**src/hw/ledic_pkg.sv**
```systemverilog
/*
 * Package for the front-panel indicator controller: colour codes, carrier
 * structs, boot lamp-test phases and blink timing constants.
 * Assumes a single 100 MHz system clock shared by every user of the package.
 */
package ledic_pkg;

    // Colour carried to each lamp driver.
    typedef enum logic [1:0] {
        LEDIC_OFF   = 2'h0,
        LEDIC_GREEN = 2'h1,
        LEDIC_AMBER = 2'h2,
        LEDIC_RED   = 2'h3
    } ledic_colour_t;

    // Boot lamp-test phases, one-hot.
    typedef enum logic [4:0] {
        LEDIC_PH_GREEN = 5'h01,
        LEDIC_PH_RED   = 5'h02,
        LEDIC_PH_AMBER = 5'h04,
        LEDIC_PH_DARK  = 5'h08,
        LEDIC_PH_NORM  = 5'h10
    } ledic_phase_t;

    // The four indicator colours as one group.
    typedef struct packed {
        ledic_colour_t supply;
        ledic_colour_t status;
        ledic_colour_t port_one;
        ledic_colour_t port_two;
    } ledic_lamps_t;

    // Unit-status condition inputs.
    typedef struct packed {
        logic major_fault;
        logic minor_fault;
        logic booting;
        logic shutting_down;
    } ledic_unit_t;

    // Fronthaul port one condition inputs.
    typedef struct packed {
        logic link_up;
        logic gigabit;
        logic activity;
        logic critical_fault;
    } ledic_port_t;

    // Timing in its own unit, and the derived cycle counts.
    localparam int unsigned LEDIC_CLK_HZ        = 100_000_000;
    localparam int unsigned LEDIC_SLOW_HALF_MS  = 500;
    localparam int unsigned LEDIC_PHASE_MS      = 1000;
    localparam int unsigned LEDIC_FAST_HALF_MS  = 100;
    localparam int unsigned LEDIC_SLOW_HALF_CYC = LEDIC_CLK_HZ / 1000 * LEDIC_SLOW_HALF_MS;
    localparam int unsigned LEDIC_PHASE_CYC     = LEDIC_CLK_HZ / 1000 * LEDIC_PHASE_MS;
    localparam int unsigned LEDIC_FAST_HALF_CYC = LEDIC_CLK_HZ / 1000 * LEDIC_FAST_HALF_MS;
    localparam int unsigned LEDIC_CNT_W         = 27;

    // Reset values.
    localparam ledic_phase_t LEDIC_PHASE_RST = LEDIC_PH_GREEN;
    localparam logic         LEDIC_BLINK_RST = 1'b1;

endpackage : ledic_pkg

```
**src/hw/ledic_top.sv**
```systemverilog
/*
 * Front-panel indicator controller: maps supply, unit-status and fronthaul
 * conditions to four lamp colours, with slow and fast blink and a boot lamp test.
 * Assumes all condition inputs are synchronous to ref_clk and that the lamp
 * drivers decode the two-bit colour code themselves.
 */
`timescale 1ns/1ps
`default_nettype none
module ledic_top
    import ledic_pkg::*;
#(
    parameter int unsigned SLOW_HALF_CYC = LEDIC_SLOW_HALF_CYC,
    parameter int unsigned PHASE_CYC     = LEDIC_PHASE_CYC,
    parameter int unsigned FAST_HALF_CYC = LEDIC_FAST_HALF_CYC
)
(
    input  wire logic         ref_clk,
    input  wire logic         rst_n,
    input  wire logic         supply_present,
    input  wire logic         supply_fault,
    input  wire ledic_unit_t  unit_cond,
    input  wire ledic_port_t  port_cond,
    input  wire logic         locate_req,
    output var  ledic_lamps_t lamps,
    output var  logic         lamp_test_busy
);

    // All module state except the two reset synchroniser flops in one packed struct.
    typedef struct packed {
        ledic_phase_t            phase;
        logic [LEDIC_CNT_W-1:0]  phase_cnt;
        logic [LEDIC_CNT_W-1:0]  slow_cnt;
        logic                    slow_on;
        logic [LEDIC_CNT_W-1:0]  fast_cnt;
        logic                    fast_on;
        ledic_lamps_t            lamps;
    } ledic_state_t;

    ledic_state_t state_r;
    ledic_state_t state_nxt;
    logic         rst_sync1_r;
    logic         rst_sync2_r;
    logic         srst_n;

    // Reset release passes two flops so the design leaves reset cleanly.
    always_ff @(posedge ref_clk or negedge rst_n)
    begin
        if (!rst_n)
        begin
            rst_sync1_r <= 1'b0;
            rst_sync2_r <= 1'b0;
        end
        else
        begin
            rst_sync1_r <= 1'b1;
            rst_sync2_r <= rst_sync1_r;
        end
    end

    assign srst_n = rst_sync2_r;

    // Apply a blink gate to a colour: dark during the off half.
    function automatic ledic_colour_t ledic_gate(input ledic_colour_t c, input logic on);
        ledic_gate = on ? c : LEDIC_OFF;
    endfunction : ledic_gate

    // Timers, lamp-test sequencer and colour selection.
    always_comb
    begin
        state_nxt = state_r;

        // Slow blink half-period counter.
        if (state_r.slow_cnt == LEDIC_CNT_W'(SLOW_HALF_CYC - 1))
        begin
            state_nxt.slow_cnt = '0;
            state_nxt.slow_on  = ~state_r.slow_on;
        end
        else
        begin
            state_nxt.slow_cnt = state_r.slow_cnt + 1'b1;
        end

        // Fast blink runs free; its rate need only be clearly quicker.
        if (state_r.fast_cnt == LEDIC_CNT_W'(FAST_HALF_CYC - 1))
        begin
            state_nxt.fast_cnt = '0;
            state_nxt.fast_on  = ~state_r.fast_on;
        end
        else
        begin
            state_nxt.fast_cnt = state_r.fast_cnt + 1'b1;
        end

        // Lamp-test phase sequencer; it restarts whenever supply is lost.
        if (!supply_present)
        begin
            state_nxt.phase     = LEDIC_PH_GREEN;
            state_nxt.phase_cnt = '0;
        end
        else if (state_r.phase != LEDIC_PH_NORM)
        begin
            if (state_r.phase_cnt == LEDIC_CNT_W'(PHASE_CYC - 1))
            begin
                state_nxt.phase_cnt = '0;
                unique case (state_r.phase)
                    LEDIC_PH_GREEN: state_nxt.phase = LEDIC_PH_RED;
                    LEDIC_PH_RED:   state_nxt.phase = LEDIC_PH_AMBER;
                    LEDIC_PH_AMBER: state_nxt.phase = LEDIC_PH_DARK;
                    LEDIC_PH_DARK:  state_nxt.phase = LEDIC_PH_NORM;
                    default:        state_nxt.phase = LEDIC_PH_NORM;
                endcase
            end
            else
            begin
                state_nxt.phase_cnt = state_r.phase_cnt + 1'b1;
            end
        end

        // Supply indicator in normal running.
        if (supply_fault)
            state_nxt.lamps.supply = LEDIC_RED;
        else
            state_nxt.lamps.supply = LEDIC_GREEN;

        // Status indicator, most severe condition first.
        if (unit_cond.major_fault)
            state_nxt.lamps.status = LEDIC_RED;
        else if (unit_cond.minor_fault)
            state_nxt.lamps.status = LEDIC_AMBER;
        else if (unit_cond.booting || unit_cond.shutting_down)
            state_nxt.lamps.status = ledic_gate(LEDIC_GREEN, state_r.slow_on);
        else
            state_nxt.lamps.status = LEDIC_GREEN;

        // Port one: a critical fault outranks any link indication.
        if (unit_cond.booting)
            state_nxt.lamps.port_one = LEDIC_OFF;
        else if (port_cond.critical_fault)
            state_nxt.lamps.port_one = LEDIC_RED;
        else if (!port_cond.link_up)
            state_nxt.lamps.port_one = LEDIC_OFF;
        else if (!port_cond.gigabit)
            state_nxt.lamps.port_one = LEDIC_AMBER;
        else if (port_cond.activity)
            state_nxt.lamps.port_one = ledic_gate(LEDIC_GREEN, state_r.slow_on);
        else
            state_nxt.lamps.port_one = LEDIC_GREEN;

        // Port two is reserved.
        state_nxt.lamps.port_two = LEDIC_OFF;

        // Locate request flashes the status lamp amber over normal display.
        if (locate_req)
            state_nxt.lamps.status = ledic_gate(LEDIC_AMBER, state_r.fast_on);

        // Lamp test overrides normal display until it completes.
        unique case (state_nxt.phase)
            LEDIC_PH_GREEN:
            begin
                state_nxt.lamps.status   = LEDIC_GREEN;
                state_nxt.lamps.port_one = LEDIC_GREEN;
                state_nxt.lamps.port_two = LEDIC_GREEN; // Supply keeps hardware state.
            end
            LEDIC_PH_RED:
            begin
                state_nxt.lamps = '{LEDIC_RED, LEDIC_RED, LEDIC_RED, LEDIC_RED};
            end
            LEDIC_PH_AMBER:
            begin
                state_nxt.lamps = '{LEDIC_RED, LEDIC_AMBER, LEDIC_AMBER, LEDIC_AMBER};
            end
            LEDIC_PH_DARK:
            begin
                state_nxt.lamps = '{LEDIC_RED, LEDIC_OFF, LEDIC_OFF, LEDIC_OFF};
            end
            LEDIC_PH_NORM:
            begin
            end
            default:
            begin
                state_nxt.phase = LEDIC_PH_GREEN;
            end
        endcase

        // No supply means every lamp dark, whatever else is asserted.
        if (!supply_present)
            state_nxt.lamps = '{LEDIC_OFF, LEDIC_OFF, LEDIC_OFF, LEDIC_OFF};
    end

    // State register; lamps reset dark so no colour glitches at power-up.
    always_ff @(posedge ref_clk or negedge srst_n)
    begin
        if (!srst_n)
        begin
            state_r.phase     <= LEDIC_PHASE_RST;
            state_r.phase_cnt <= '0;
            state_r.slow_cnt  <= '0;
            state_r.slow_on   <= LEDIC_BLINK_RST;
            state_r.fast_cnt  <= '0;
            state_r.fast_on   <= LEDIC_BLINK_RST;
            state_r.lamps     <= '{LEDIC_OFF, LEDIC_OFF, LEDIC_OFF, LEDIC_OFF};
        end
        else
        begin
            state_r <= state_nxt;
        end
    end

    // Two-bit codes make each lamp exactly one colour at all times.
    assign lamps          = state_r.lamps;
    assign lamp_test_busy = (state_r.phase != LEDIC_PH_NORM);

endmodule : ledic_top
`default_nettype wire

```
**config.mk**
```make
export PLATFORM = sky130hd
export DESIGN_NAME = ledic_top
export DESIGN_NICKNAME = d
export VERILOG_FILES = /design/src/hw/ledic_pkg.sv /design/src/hw/ledic_top.sv
export SDC_FILE = /design/constraint.sdc
export NUM_CORES = 1
export LEC_CHECK = 0
export BUFFER_PORTS_ARGS = -buffer_cell sky130_fd_sc_hd__buf_2
export CORE_ASPECT_RATIO = 1.25
export CORE_MARGIN = 10
export CORE_UTILIZATION = 50
export CTS_CLUSTER_DIAMETER = 80
export CTS_CLUSTER_SIZE = 30
export DETAILED_ROUTE_END_ITERATION = 16
export GPL_TIMING_DRIVEN = 0
export PLACE_DENSITY = 0.75
export SYNTH_ARGS = -nofsm -noshare
export SYNTH_HDL_FRONTEND = slang
export SYNTH_SLANG_ARGS = --single-unit
```
**constraint.sdc**
```tcl
create_clock -name ref_clk -period 3.65 [get_ports ref_clk]
set_clock_uncertainty 0.15 [all_clocks]
set_input_delay 0.73 -clock ref_clk [delete_from_list [all_inputs] [get_ports ref_clk]]
set_output_delay 0.73 -clock ref_clk [all_outputs]
set_load 0.01 [all_outputs]
```
Word level (Yosys, flattened, before mapping). Index checks and enable logic that the tools add are counted. Widths: inputs -> output; s select.

Register bits: 98. Latch bits: 0. Bits in writable memories: 0. Memory bits (read-only): 0. Input bits: 13. Output and inout port bits: 9. Word-level logic and storage cells: 56. Memories kept: 0.

$add $sub $neg: 3. Multipliers: 0. Divide/modulo/power cells: 0. Magnitude comparators: 0. Eq/ne operators: 13. Shifts and indexed selects: 0. Mux-type cells: 23. Bitwise operators: 2. Reductions and logical operators: 3.

Operator list (count): $add 27x1->27 const B (3); $mux 27 (3); $mux 32 (2); $eq 27x24->1 const B (1); $eq 27x26->1 const B (1); $eq 27x27->1 const B (1); $pmux 6 s4 (1); $mux 2 (10); $pmux 5 s3 (1); $eq 5x1->1 const B (2); $eq 5x2->1 const B (2); $eq 5x3->1 const B (2); $mux 5 (2); $mux 8 (1); $eq 5x4->1 const B (1); $eq 5x5->1 const B (1); $ne 5x5->1 const B (1); $reduce_or 5->1 (1); $mux 1 (3); $reduce_or 3->1 (1); $ne 2x1->1 const B (1); $not 1->1 (2); $logic_or 1x1->1 (1).

Logic depth before layout (Yosys ltp).
Word-level depth: 9. Gate-level depth with buffers: 8. Mapped depth without buffers: 6.

Worst setup path before layout. OpenSTA, ideal clock, no wires.

Kind: input-to-reg. From: input port supply_present. To: register, netlist name lamps[4]. Library setup time: 0.120 ns. Data arrival time: 2.001 ns. Required time: 3.380 ns. Setup slack: 1.378 ns. Stages on the path: 6. Path buffers: 1. Cell sequence: buf_2 > nor3b_1 > and3_1 > and4_1 > o22ai_1 > a41o_1.

RTL lines: start, declared (RTL line ledic_top.sv:19) `input wire logic supply_present,`.

Worst setup path in the final report.
From: register state_r[93] (netlist name). To: output port lamp_test_busy.

Word-level cells in the longest chain between the ends: 1.

Ends and longest elaborated chain: start, declared (RTL line ledic_top.sv:39) `ledic_state_t state_r;`; start signal, assigned (RTL line ledic_top.sv:205) `state_r <= state_nxt;`; $ne 5x5->1 (RTL line ledic_top.sv:211) `assign lamp_test_busy = (state_r.phase != LEDIC_PH_NORM);`; end, declared (RTL line ledic_top.sv:25) `output var logic lamp_test_busy`.

No other way between the ends.

==> metrics.txt <==
status=completed; # Post-CTS Setup Buffers=0; period utilisation layout=75.9%; setup violators final=0; leading cell type by number of instances after synthesis=dfrtp_1; clk_lat worst skew=0.34 ns; Final Hold Violating Endpoints=0; worst path arrival time=1.89 ns; min Tclk post-route=2.77 ns; FILL cells=893; Num CTS Buffers=9; Pins Over Slew Limit=0; via count=4181; FF-to-FF path depth=6; Hold Crit Class=primary input to asynchronous set/reset pin; Synth cell types=75; Post-Route WL=11.7 mm; initial drt markers=222; switching fraction of total power=22.0%; Post-synth EDFFs=0; Power Internal=1.62 mW; maximum capacitance violations=0; Root Buffer=clkbuf_16; Avg Inst Size Synth=9.93 um^2; PortBufs=21; R2R Setup Slk=1.23 ns; Seq pwr share=53.1%; Cells after Synth=532; top post-synthesis cells by count=95 x dfrtp_1, 45 x nand3_1, 44 x nor2_1, 35 x nand2_1, 30 x xnor2_1; H-tree Lvls=3; CTS resizes=0; Final ANT Viol Nets=0; Post-Place Worst Slack=1.01 ns; YS warnings=0; met3 Track Usage GR=2.30%; Leakage Power=2.55 nW; Final nets=581; CP max-delay cell=nor4_4; Clk pin slew, worst setup/hold paths=0.07 ns; initial antenna violation count=0; Buf/Inv on CP=3; Most common cell on crit path=buf_2; Slew HR=53.7%; Setup WS post-layout=0.880 ns; area grow syn2layout=11.0%; CTS sink cnt=98; total global routing overflow=0; RSZ-0062 raised after global routing=no; M2 GR Usage=26.5%; met1 usage=19.1%; Avg Vias per Cell=5.98; Worst Path Max Fanout=10; Yosys top cell area share=45.0%; Clock Tree Buf Depth=2; Die Wd=112 um; largest net degree at the start of global routing=74; row count=41; worst vdd ir=0.236 mV; GRT Max-Usage Layer=met2; top cell type by total area after synthesis=dfrtp_1; stages on the worst setup path=5; dpl hpwl=8.33 mm; fmax=361 MHz; async set or reset register ratio after synthesis=100%; ys flop type=dfrtp_1; syn_nets=548; Routed WL per cell=16.8 um; die area=0.0151 mm^2; CTS tree=yes; Worst Tran Pin Value=0.690 ns; crit path cell chain=buf_2, nand2b_4, nor4_4, inv_2, buf_2; crit path launch type=register; first-pass GRT wire length=19.9 mm; Largest stage delay, worst path=0.44 ns; layout cells sized above 1=14.0%; gr usage total=15.5%; Worst EP required=2.77 ns; Crit Path Class=register to output pin; CP Capture Type=output pin; Hold-fix buffers, CTS=0; sequential share of the synthesized area=46.5%; # DRC=0; Pwr per Cell Area=354 mW/mm^2; initial core utilization=51.7%; Initial DRT Pass Iterations=4; diode count=0; Yosys reg bits=98; synthesized cell area=0.00528 mm^2; combinational fraction of design power=3.5%; Hold Slack=0.0149 ns; NetSw=0.456 mW; Die Span Y=135 um; vias in the first global route=4130; Final Wtd Congestion=0.906; # IOs=22; dominant delay contributor by cell family on the critical path=simple AND/OR/NAND/NOR gates; clock share of power=43.4%; top post-synthesis cells by area=dfrtp_1 45%, xnor2_1 5.0%, nand3_1 4.3%, xor2_1 4.1%, nor2_1 3.1%; Core ar.=0.0102 mm^2
-- logic make-up (layout without fill, tap and decap cells) --
| kind of cell | count (synthesis) | after routing | synth area share [%] |
|---|---|---|---|
| and+or+nand+nor | 245 | 245 | 27.7 |
| DFF | 98 | 98 | 46.5 |
| AOI/OAI and AO/OA | 75 | 75 | 9.76 |
| xor gates and xnor gates | 55 | 55 | 9.12 |
| buffers and inverters | 47 | 85 | 4.57 |
| muxes | 8 | 8 | 1.52 |
| adders and majority gates | 3 | 3 | 0.711 |
| other | 1 | 1 | 0.0710 |
-- routing by layer --
layer  share of wire (%)  vias to the layer above
met1                  43                     2070
met3                 3.6                       16
li1                    -                     1993
met4                 2.0                        0
met2                  51                      102
met5                   0                        -
-- state kept, by name, summed over array words and instances, names as in the netlist --
name / flops
rst_sync1_r: 1
rst_sync2_r: 1
state_r: 88
lamps: 8
-- final timing paths --
| path | from | to |
|---|---|---|
| setup / recovery | state_r[93] | lamp_test_busy |
| hold / removal | rst_n | rst_sync2_r |
| setup reg to reg | state_r[64] | lamps[4] |
| hold reg to reg | rst_sync2_r | state_r[47] |
| max in group asynchronous | rst_sync2_r | state_r[91] |
| min in group ref_clk | rst_sync1_r | rst_sync2_r |
-- cell usage in the layout, fill, tap and decap left out, types with 4 or more instances in the layout --
cell type	Yosys	routed
a21oi_1	10	10
a31oi_1	15	15
and3_1	14	14
and4_1	9	9
buf_2	7	28
buf_4	9	9
clkbuf_1	5	6
clkbuf_16	0	9
dfrtp_1	95	94
inv_1	21	21
mux2i_1	8	8
nand2_1	35	35
nand2b_1	8	8
nand3_1	45	45
nand3b_1	4	4
nand4_1	17	17
nor2_1	44	44
nor3_1	16	16
nor4_1	9	9
nor4b_1	6	6
o21ai_0	14	14
o22ai_1	7	7
xnor2_1	30	30
xor2_1	25	25
-- worst reg2reg max path: stages (launching register included) --
cell and delay, ns:
dfrtp_1 0.40, ha_1 0.25, nand4_1 0.28, nor4_2 0.52
a211oi_1 0.14, o22ai_1 0.38, a41o_1 0.24
-- stage by stage --
step                      setup TNS [ns]  std cells  util (%)  power (mW)  area [um^2]
after floorplan                        0        532         -        1.17         5280
after global placement            -38.76        682      54.3        1.19         5550
after detailed placement               0        683      54.7        1.20         5580
after CTS                              0        699      57.4        2.09         5860
after global routing                   0        699      57.4        2.15         5860
final                                  0        699      57.4        2.08         5860
-- power groups by stage --
| stage | sequential [mW] | combinational (mW) | clock, mW |
|---|---|---|---|
| 3_5_place_dp | 1.12 | 0.0747 | 0 |
| 4_1_cts | 1.10 | 0.0749 | 0.914 |
| 5_1_grt | 1.10 | 0.0836 | 0.962 |
| 3_3_place_gp | 1.14 | 0.0535 | 0 |
| 2_1_floorplan | 1.13 | 0.0358 | 0 |
| 6_report | 1.10 | 0.0735 | 0.900 |
-- cell type report --
cell class                 count  area, um^2  share of cell area, %
inverter                      23        86.3                   1.47
tap                          129         161                   2.75
buffer                        24         155                   2.65
clock buffer                  12         256                   4.38
timing repair buffer          22         133                   2.26
sequential                    98        2460                   42.0
multi-input combinational    387        2580                   44.1
clock inverter                 4        26.3                  0.448
Power figures use the tool's default switching activity.
